==> src/psf_consts.svh <==
`ifndef PSF_CONSTS_SVH
`define PSF_CONSTS_SVH
// ==========================================
// timing
`define PSF_CLK_MHZ 200
`define PSF_SETTLE_US 10000
`define PSF_MS_US 1000
// ==========================================
// crank angles in degrees
`define PSF_DWELL_DEG 10'd20
`define PSF_MID_DEG 9'd180
`define PSF_WIN_BASE 10'd211
`define PSF_WIN_STEP 10'd30
`define PSF_WIN_SPAN 10'd29
// ==========================================
// fault codes
`define PSF_F47 7'h2f
`define PSF_F70 7'h46
`define PSF_F71 7'h47
`define PSF_F72 7'h48
`define PSF_F73 7'h49
`define PSF_F74 7'h4a
`define PSF_F75 7'h4b
`define PSF_F76 7'h4c
`define PSF_F77 7'h4d
`define PSF_F79 7'h4f
`define PSF_F81 7'h51
`define PSF_F85 7'h55
`define PSF_F88 7'h58
`define PSF_F89 7'h59
// ==========================================
// register offsets and fields
`define PSF_REG_CFG 12'h000
`define PSF_REG_FAULT 12'h004
`define PSF_REG_ISTAT 12'h008
`define PSF_REG_IMASK 12'h00c
`define PSF_CFG_LIM_LSB 16
`define PSF_RST_TOP_ANG 9'h11d
`define PSF_RST_LIM 8'hfa
`define PSF_IST_FAULT 0
`define PSF_IST_DONE 1
`endif

==> src/psf_pkg.sv <==
package psf_pkg;
    // ==========================================
    // stroke sequencer states, one-hot
    typedef enum logic [5:0] {
        PSF_IDLE = 6'b000001,
        PSF_PRECHK = 6'b000010,
        PSF_LOCKON = 6'b000100,
        PSF_ENERGIZE = 6'b001000,
        PSF_RUN = 6'b010000,
        PSF_STOPCHK = 6'b100000
    } psf_state_t;
endpackage : psf_pkg

==> src/psf_sync_if.sv <==
`timescale 1ns/1ps
`default_nettype none
// raw pin bits in, synchronised bits out
interface psf_sync_if #(parameter int W = 8);
    logic [W-1:0] raw;
    logic [W-1:0] sync;
    modport sync_side (input raw, output sync);
    modport user (output raw, input sync);
endinterface : psf_sync_if
`default_nettype wire

==> src/psf_monitor.sv <==
`timescale 1ns/1ps
`default_nettype none
`include "psf_consts.svh"
// Notes on behaviour
// - driver A must be off at stroke start
// - drivers A,B not on or shorted: 71
// - valve control flip-flop check fails: 72
// - missing-pulse window misbehaves: 73
// - both valve relays closed at start
// - both valve relays opened at end
// - lockout driver must turn on: 76
// - lockout check contacts closed before energize
// - rotation must begin within start limit
// - overrun on during 20 degree dwell: 81
// - more than one overrun cycle: 85
// - overrun not closed or closed at 180
// - option switch window versus top angle: 89
// - valve monitor fault 47, reset then off
module psf_monitor import psf_pkg::*; #(
    parameter int unsigned SETTLE_CYC = `PSF_SETTLE_US * `PSF_CLK_MHZ,
    parameter int unsigned MS_CYC = `PSF_MS_US * `PSF_CLK_MHZ
) (
    // clock and reset
    input wire logic clk,
    input wire logic rst,
    // apb slave
    input wire logic psel,
    input wire logic penable,
    input wire logic pwrite,
    input wire logic [11:0] paddr,
    input wire logic [31:0] pwdata,
    output logic [31:0] prdata,
    output logic pready,
    output logic pslverr,
    // operator inputs
    input wire logic stroke_req,
    input wire logic selector_off,
    input wire logic reset_btn,
    // valve and lockout feedback
    input wire logic drv_a_fb,
    input wire logic drv_b_fb,
    input wire logic ctl_ff_fb,
    input wire logic mpd_window,
    input wire logic relay_a_closed,
    input wire logic relay_b_closed,
    input wire logic lock_drv_fb,
    input wire logic lock_check_closed,
    input wire logic dual_safety_valve_ok,
    // crank sensing
    input wire logic overrun_sw,
    input wire logic [1:0] option_sw,
    input wire logic [8:0] angle,
    // outputs
    output logic valve_on,
    output logic lockout_on,
    output logic fault_active,
    output logic [6:0] fault_code,
    output logic irq
);
    // ==========================================
    // pin synchronisers
    localparam int PW = 24;
    psf_sync_if #(.W(PW)) pins ();
    // valve monitor goes in inverted: a cleared stage must read healthy,
    // otherwise every reset would latch a false valve fault
    assign pins.raw = {stroke_req, selector_off, reset_btn, drv_a_fb,
        drv_b_fb, ctl_ff_fb, mpd_window, relay_a_closed, relay_b_closed,
        lock_drv_fb, lock_check_closed, !dual_safety_valve_ok, overrun_sw,
        option_sw, angle};
    psf_sync #(.W(PW)) u_sync (
        .clk(clk),
        .rst(rst),
        .p(pins.sync_side)
    );
    // synchronised copies
    logic s_req, s_off, s_rbtn, s_da, s_db, s_ff, s_mpd, s_ra, s_rb;
    logic s_ld, s_lc, s_vf, s_vm, s_ov;
    logic [1:0] s_opt;
    logic [8:0] s_ang;
    // resolver word assumed to change by one step per update
    assign {s_req, s_off, s_rbtn, s_da, s_db, s_ff, s_mpd, s_ra, s_rb,
        s_ld, s_lc, s_vf, s_ov, s_opt, s_ang} = pins.sync;
    assign s_vm = !s_vf;

    // ==========================================
    // state
    typedef struct packed {
        psf_state_t st;
        logic [31:0] cnt;      // settle and ms prescale
        logic [7:0] ms;        // elapsed ms since run began, holds at 255
        logic moved;           // rotation seen this stroke
        logic [8:0] ang0;      // angle when run began
        logic [8:0] pang;      // previous angle
        logic pov;             // previous overrun level
        logic prbtn;           // previous reset button level
        logic [1:0] ovn;       // overrun closures this stroke
        logic f47_arm;         // reset pressed, waiting for off
        logic [6:0] code;      // latched fault, zero when clear
        logic valve;
        logic lock;
        logic [1:0] stat;      // sticky interrupt events
        logic [1:0] mask;
        logic [8:0] top;       // top-stop on angle
        logic [7:0] lim;       // start-time limit in ms
        logic [31:0] rdata;
    } psf_mon_t;
    psf_mon_t q;
    psf_mon_t next_q;

    // first fault wins, later ones keep the earlier code
    function automatic logic [6:0] pick(input logic [6:0] cur,
        input logic cond, input logic [6:0] code);
        pick = (cur != 7'h00) ? cur : (cond ? code : 7'h00);
    endfunction : pick

    // low edge of the angle window chosen by the option switches
    function automatic logic [9:0] win_lo(input logic [1:0] sw);
        win_lo = `PSF_WIN_BASE + 10'(sw) * `PSF_WIN_STEP;
    endfunction : win_lo

    logic settled, ms_tick, bad_cfg, in_dwell, ov_rise, cross_mid;
    logic rst_press, acc, wr, mapped;
    logic [6:0] f;
    logic [9:0] lo;
    assign settled = q.cnt >= 32'(SETTLE_CYC - 1);
    assign ms_tick = q.cnt >= 32'(MS_CYC - 1);
    assign lo = win_lo(s_opt);
    // top angle must fall inside the selected window
    assign bad_cfg = ({1'b0, q.top} < lo)
        || ({1'b0, q.top} > lo + `PSF_WIN_SPAN);
    // top-stop timing active for the dwell after the on angle
    assign in_dwell = ({1'b0, s_ang} >= {1'b0, q.top})
        && ({1'b0, s_ang} < {1'b0, q.top} + `PSF_DWELL_DEG);
    assign ov_rise = s_ov && !q.pov;
    assign cross_mid = (q.pang < `PSF_MID_DEG) && (s_ang >= `PSF_MID_DEG);
    assign rst_press = s_rbtn && !q.prbtn;
    assign acc = psel && penable;
    assign wr = acc && pwrite;
    assign mapped = (paddr == `PSF_REG_CFG) || (paddr == `PSF_REG_FAULT)
        || (paddr == `PSF_REG_ISTAT) || (paddr == `PSF_REG_IMASK);

    // ==========================================
    // next state
    always_comb begin
        next_q = q;
        f = 7'h00;
        next_q.pang = s_ang;
        next_q.pov = s_ov;
        next_q.prbtn = s_rbtn;
        next_q.cnt = q.cnt + 32'd1;
        // valve monitor may fault at any time
        f = pick(f, !s_vm, `PSF_F47);
        case (q.st)
            PSF_IDLE: begin
                next_q.valve = 1'b0;
                next_q.lock = 1'b0;
                // driver B on while idle means a short
                f = pick(f, s_db, `PSF_F71);
                if (s_req && q.code == 7'h00 && s_vm) begin
                    f = pick(f, bad_cfg, `PSF_F89);
                    if (f == 7'h00) begin
                        next_q.st = PSF_PRECHK;
                    end
                end
            end
            PSF_PRECHK: begin
                f = pick(f, s_da, `PSF_F70);
                f = pick(f, !s_lc, `PSF_F77);
                if (f == 7'h00) begin
                    next_q.lock = 1'b1;
                    next_q.cnt = 32'd0;
                    next_q.st = PSF_LOCKON;
                end
            end
            PSF_LOCKON: begin
                if (settled) begin
                    f = pick(f, !s_ld, `PSF_F76);
                    next_q.valve = 1'b1;
                    next_q.cnt = 32'd0;
                    next_q.st = PSF_ENERGIZE;
                end
            end
            PSF_ENERGIZE: begin
                if (settled) begin
                    f = pick(f, !(s_da && s_db), `PSF_F71);
                    f = pick(f, !s_ff, `PSF_F72);
                    f = pick(f, !s_mpd, `PSF_F73);
                    f = pick(f, !(s_ra && s_rb), `PSF_F74);
                    next_q.cnt = 32'd0;
                    next_q.ms = 8'h00;
                    next_q.moved = 1'b0;
                    next_q.ovn = 2'b00;
                    next_q.ang0 = s_ang;
                    next_q.st = PSF_RUN;
                end
            end
            PSF_RUN: begin
                if (ms_tick) begin
                    next_q.cnt = 32'd0;
                    if (q.ms != 8'hff) begin
                        next_q.ms = q.ms + 8'h01;
                    end
                end
                if (s_ang != q.ang0) begin
                    next_q.moved = 1'b1;
                end
                // no motion within the limit
                f = pick(f, !q.moved && q.ms >= q.lim, `PSF_F79);
                f = pick(f, ov_rise && in_dwell, `PSF_F81);
                if (ov_rise && q.ovn != 2'b11) begin
                    next_q.ovn = q.ovn + 2'b01;
                end
                // a second closure in one stroke
                f = pick(f, ov_rise && q.ovn != 2'b00, `PSF_F85);
                f = pick(f, cross_mid && s_ov, `PSF_F88);
                // stop at the top-stop on angle after rotating
                if (q.moved && s_ang == q.top) begin
                    next_q.valve = 1'b0;
                    next_q.cnt = 32'd0;
                    next_q.st = PSF_STOPCHK;
                end
            end
            PSF_STOPCHK: begin
                f = pick(f, ov_rise && in_dwell, `PSF_F81);
                if (settled) begin
                    f = pick(f, s_ra || s_rb, `PSF_F75);
                    f = pick(f, s_ff, `PSF_F72);
                    f = pick(f, s_mpd, `PSF_F73);
                    f = pick(f, q.ovn == 2'b00, `PSF_F88);
                    next_q.lock = 1'b0;
                    next_q.st = PSF_IDLE;
                    next_q.stat[`PSF_IST_DONE] = 1'b1;
                end
            end
            default: begin
                next_q.st = PSF_IDLE;
            end
        endcase
        // fault clear: reset press; 89 and 77 also need their condition gone
        if (q.code != 7'h00 && rst_press) begin
            if (q.code == `PSF_F47) begin
                next_q.f47_arm = 1'b1;
            end else if (!(q.code == `PSF_F89 && bad_cfg)
                && !(q.code == `PSF_F77 && !s_lc)) begin
                next_q.code = 7'h00;
            end
        end
        // 47 needs the selector through off after reset
        if (q.code == `PSF_F47 && q.f47_arm && s_off && s_vm) begin
            next_q.code = 7'h00;
            next_q.f47_arm = 1'b0;
        end
        // apb writes; hardware set wins over w1c below
        if (wr && paddr == `PSF_REG_CFG) begin
            next_q.top = pwdata[8:0];
            next_q.lim = pwdata[`PSF_CFG_LIM_LSB +: 8];
        end
        if (wr && paddr == `PSF_REG_IMASK) begin
            next_q.mask = pwdata[1:0];
        end
        if (wr && paddr == `PSF_REG_ISTAT) begin
            next_q.stat = q.stat & ~pwdata[1:0];
            if (q.st == PSF_STOPCHK && next_q.st == PSF_IDLE) begin
                next_q.stat[`PSF_IST_DONE] = 1'b1;
            end
        end
        // latch a new fault and drop outputs safe
        if (f != 7'h00) begin
            if (q.code == 7'h00) begin
                next_q.code = f;
                next_q.f47_arm = 1'b0;
            end
            next_q.stat[`PSF_IST_FAULT] = 1'b1;
            next_q.valve = 1'b0;
            next_q.lock = 1'b0;
            next_q.st = PSF_IDLE;
        end
        // read data captured in the setup phase
        if (psel && !penable) begin
            case (paddr)
                `PSF_REG_CFG: next_q.rdata = {8'h00, q.lim, 7'h00, q.top};
                `PSF_REG_FAULT: next_q.rdata = {q.st, 17'h00000,
                    q.f47_arm, (q.code != 7'h00), q.code};
                `PSF_REG_ISTAT: next_q.rdata = {30'h0, q.stat};
                `PSF_REG_IMASK: next_q.rdata = {30'h0, q.mask};
                default: next_q.rdata = 32'h00000000;
            endcase
        end
    end

    // ==========================================
    // state register
    always_ff @(posedge clk or posedge rst) begin
        if (rst) begin
            q <= '0;
            q.st <= PSF_IDLE;
            q.top <= `PSF_RST_TOP_ANG;
            q.lim <= `PSF_RST_LIM;
        end else begin
            q <= next_q;
        end
    end

    // ==========================================
    // outputs
    assign prdata = q.rdata;
    assign pready = 1'b1;
    assign pslverr = acc && !mapped;
    assign valve_on = q.valve;
    assign lockout_on = q.lock;
    assign fault_active = (q.code != 7'h00);
    assign fault_code = q.code;
    assign irq = |(q.stat & q.mask);
endmodule : psf_monitor
`default_nettype wire

==> src/psf_sync.sv <==
`timescale 1ns/1ps
`default_nettype none
module psf_sync import psf_pkg::*; #(
    parameter int W = 8
) (
    // clock and reset
    input wire logic clk,
    input wire logic rst,
    // pins
    psf_sync_if.sync_side p
);
    // two stages, the first read only by the second
    typedef struct packed {
        logic [W-1:0] s1;
        logic [W-1:0] s2;
    } psf_sync_t;
    psf_sync_t q;
    psf_sync_t next_q;

    // ==========================================
    // stage shift
    always_comb begin
        next_q.s1 = p.raw;
        next_q.s2 = q.s1;
    end

    always_ff @(posedge clk or posedge rst) begin
        if (rst) begin
            q <= '0;
        end else begin
            q <= next_q;
        end
    end

    assign p.sync = q.s2;
endmodule : psf_sync
`default_nettype wire

==> config.mk <==
export PLATFORM = sky130hd
export DESIGN_NAME = psf_monitor
export DESIGN_NICKNAME = d
export VERILOG_FILES = /design/src/psf_pkg.sv /design/src/psf_sync_if.sv /design/src/psf_monitor.sv /design/src/psf_sync.sv
export VERILOG_INCLUDE_DIRS = /design/src
export SDC_FILE = /design/constraint.sdc
export NUM_CORES = 1
export LEC_CHECK = 0
export ABC_AREA = 1
export BUFFER_PORTS_ARGS = -buffer_cell sky130_fd_sc_hd__clkbuf_2
export CAP_MARGIN = 20
export CORE_AREA = 3 3 152 154
export CTS_CLUSTER_DIAMETER = 60
export DETAILED_ROUTE_END_ITERATION = 16
export DIE_AREA = 0 0 155 157
export GPL_ROUTABILITY_DRIVEN = 1
export GPL_TIMING_DRIVEN = 0
export PLACE_DENSITY_LB_ADDON = 0.05
export SYNTH_ARGS = -nofsm -noshare
export SYNTH_HDL_FRONTEND = slang
export SYNTH_SLANG_ARGS = --single-unit
==> constraint.sdc <==
create_clock -name clk -period 8.45 [get_ports clk]
set_input_delay 1.2675 -clock clk [delete_from_list [all_inputs] [get_ports clk]]
set_output_delay 1.2675 -clock clk [all_outputs]
set_load 0.05 [all_outputs]
==> metrics.md <==
| Metric | Value |
|---|---|
| CTS buffer count | `17` |
| Setup TNS | `0 ns` |
| Reg2reg setup slack | `5.01 ns` |
| Htree depth | `4` |
| Number of flops mapped to enable cells by yosys | `0` |
| Reg2reg path depth | `18` |
| Die area | `24340 µm²` |
| Setup crit start kind | `input pin` |
| Status | `finished, final reports clean` |
| DRT Pass-1 Iters | `5` |
| CP endpoint kind | `output port` |
| Seq/Total Area, Yosys | `0.4364` |
| RSZ-0062 raised after global routing | `false` |
| Chip height | `157 µm` |
| Slew Viols, Final | `0` |
| Number of max-cap violations | `0` |
| Setup Buffers After CTS | `0` |
| Final WL | `22990 µm` |
| Worst skew pair latency | `0.43 ns` |
| Worst EP arrival | `2.46 ns` |
| Register bit total from synthesis | `169` |
| Layout cell share with drive strength beyond 1 | `0.2121` |
| Site Rows | `54` |
| Simple-gate share of the synthesized area | `0.2498` |
| Cts hold-fix bufs | `0` |
| Antenna cells | `0` |
| Final setup viols | `0` |
| PD cells | `173.6 nW/µm²` |
| Min Tclk post-route | `3.732 ns` |
| Final Hold Viols | `0` |
| Resize count post-CTS | `0` |
| Post-synthesis mux area share | `0` |
| DRT iter0 DRCs | `420` |
| Reg clk slew, reported paths | `0.08 ns` |
| Final WS setup | `4.718 ns` |
| Ys Warns | `0` |
| LEAKAGE | `5.915 nW` |
| Post-synth ARST share | `1.000` |
| DIE WIDTH | `155 µm` |
| Synth Area in XOR/XNOR | `0.01621` |
| DR vias/cell | `4.965` |
| Final estimated routing congestion in global placement | `0.8936` |
| RR Startpoint | `u_sync.p.sync[10]` |
| Total power | `1.942 mW` |
| Hold crit path type | `reg2reg` |
| Slew of the pin with the lowest slew margin | `0.6812 ns` |
| Initial Util | `0.4456` |
| Worst reg2reg endpoint | `q[62]` |
| Clock root buffer | `clkbuf_16` |
| Core ar. | `21820 µm²` |
| Tcrit/Tclk final | `0.4417` |
| Crit Path Category | `in2out` |
| Top-Level Pins | `118` |
| Final core utilization | `0.5126` |
| Worst vdd ir | `0.2170 mV` |
| WL/cell | `14.54 µm` |
| Antenna-violating nets left | `0` |
| Layout area overhead | `15.03%` |
| Routed vias | `7850` |
| Hold path startpoint | `u_sync.next_q[12]` |
| Sink of the worst hold path | `u_sync.p.sync[12]` |
| Top-count cell post-synth | `nand2_1` |
| Ys flop type | `dfrtp_1` |
| Top cell types by occurrence after synthesis | `nand2_1, inv_1, dfrtp_1, nor2_1, nand3_1` |
| Top cell type's share of synthesized area | `0.4040` |
| Final Net Count | `1413` |
| Cells after DPL | `1549` |
| Placed wire-length estimate | `17550 µm` |
| Pin count of the biggest net entering global routing | `93` |
| Vias in the first global route | `7453` |
| Filler Cell Count | `2144` |
| Worst-path fanout max | `5` |
| I/O Buffers | `92` |
| Maximum clock frequency | `267.9 MHz` |
| Adder-Cell Fraction of Synth Area | `0.06690` |
| Grt total ovfl | `0` |
| Synth area leaders | `dfrtp_1, nand2_1, inv_1` |
| CTS max path bufs | `2` |
| Gate Count Post-Synth | `1168` |
| DR DRC count | `0` |
| GRT Util Overall | `0.1905` |
| Initial antenna violation count | `0` |
| First-pass GRT wire length | `37130 µm` |
| Hold depth | `0` |
| Relative slew slack | `0.5442` |
| Synth cell types | `61` |
| Compound-Gate Fraction of Synth Area | `0.1114` |
| Syn Area/Cell | `8.327 µm²` |
| Synth Cell Area | `9726 µm²` |
| Place WS | `4.712 ns` |
| Worst Path Required | `7.18 ns` |
| Final clock skew | `0.01536 ns` |
| Area leader, netlist | `dfrtp_1` |
| Non-Filler Instances | `1581` |
| Sink Count | `169` |
| CTS tree | `yes` |
| Largest family of logic cells by synthesized area | `simple AND/OR/NAND/NOR gates` |
-- cell type report --
| type | instances | area [µm²] | share of cell area |
|---|---|---|---|
| clock buffers | 18 | 429.2 | 0.03836 |
| flip-flops and latches | 169 | 4244 | 0.3794 |
| inverters | 196 | 745.7 | 0.06666 |
| plain buffers | 60 | 414.1 | 0.03702 |
| multi-input cells | 751 | 4359 | 0.3897 |
| well taps | 280 | 350.3 | 0.03132 |
| repair buffers | 93 | 488.0 | 0.04362 |
| clock inverters | 14 | 156.4 | 0.01398 |
-- report_power, final --
group / switching, mW / leakage (nW) / internal, mW
clock: 0.367 / 0.280 / 0.421
combinational: 0.191 / 3.50 / 0.0886
sequential: 0.0312 / 2.14 / 0.843
-- per-layer routing --
layer | wire length (µm) | up-vias | GRT usage
li1 | - | 4021 | -
met1 | 10780 | 3651 | 0.2592
met2 | 10850 | 153 | 0.3137
met3 | 940 | 25 | 0.03299
met4 | 416 | 0 | 0.05677
met5 | 0 | - | 0
-- worst max-delay path, stage by stage --
cell and delay (ns):
clkbuf_2 0.08, nor4_2 0.34, and2_1 0.18, buf_4 0.14
nand2_1 0.07, and3_1 0.16, clkbuf_2 0.23
-- registers in the layout, indices dropped and copies added (netlist names) --
signal and cells:
u_sync.next_q 24, u_sync.p.sync 24, prdata 23, fault_code 7
q 89, lockout_on 1, valve_on 1
-- layout by cell type (no fill, tap or decap), types with 17 or more instances in the layout --
master     count
clkbuf_2      92
nand3_1       63
o21ai_0       42
nand2_1      225
nand4_1       31
inv_1        178
nor3_1        21
buf_4         41
nor2_1        86
o22ai_1       18
ha_1          52
clkbuf_16     17
a21oi_1       33
dfrtp_1      157
-- worst max-delay path by stage --
stage	endpoint	depth (start not counted)	from	slack [ns]
global placement	u_sync.next_q[22]	2	rst	0.52
CTS	pslverr	7	paddr[5]	4.71
detailed placement	pslverr	7	paddr[5]	4.71
global route	fault_code[0]	18	u_sync.p.sync[10]	4.57
finish	pslverr	7	paddr[5]	4.72
floorplan	fault_code[0]	1	rst	2.63
-- cells by family (layout without fill, tap and decap cells) --
logic type	after synthesis	count (layout)
simple gates	501	501
buf+inv	256	381
compound gates	170	170
flops	169	169
fa+ha+maj	52	52
xor+xnor	18	18
other cells	2	10
-- through the flow --
| step | cell area, µm² | hold slack [ns] |
|---|---|---|
| 2_1_floorplan | 9756 | 0.3312 |
| 4_1_cts | 11190 | 0.3495 |
| 5_1_grt | 11190 | 0.3575 |
| 3_3_place_gp | 10570 | 0.3315 |
| 3_5_place_dp | 10600 | 0.3347 |
| 6_report | 11190 | 0.3432 |
(Power assumes the default switching activity.)
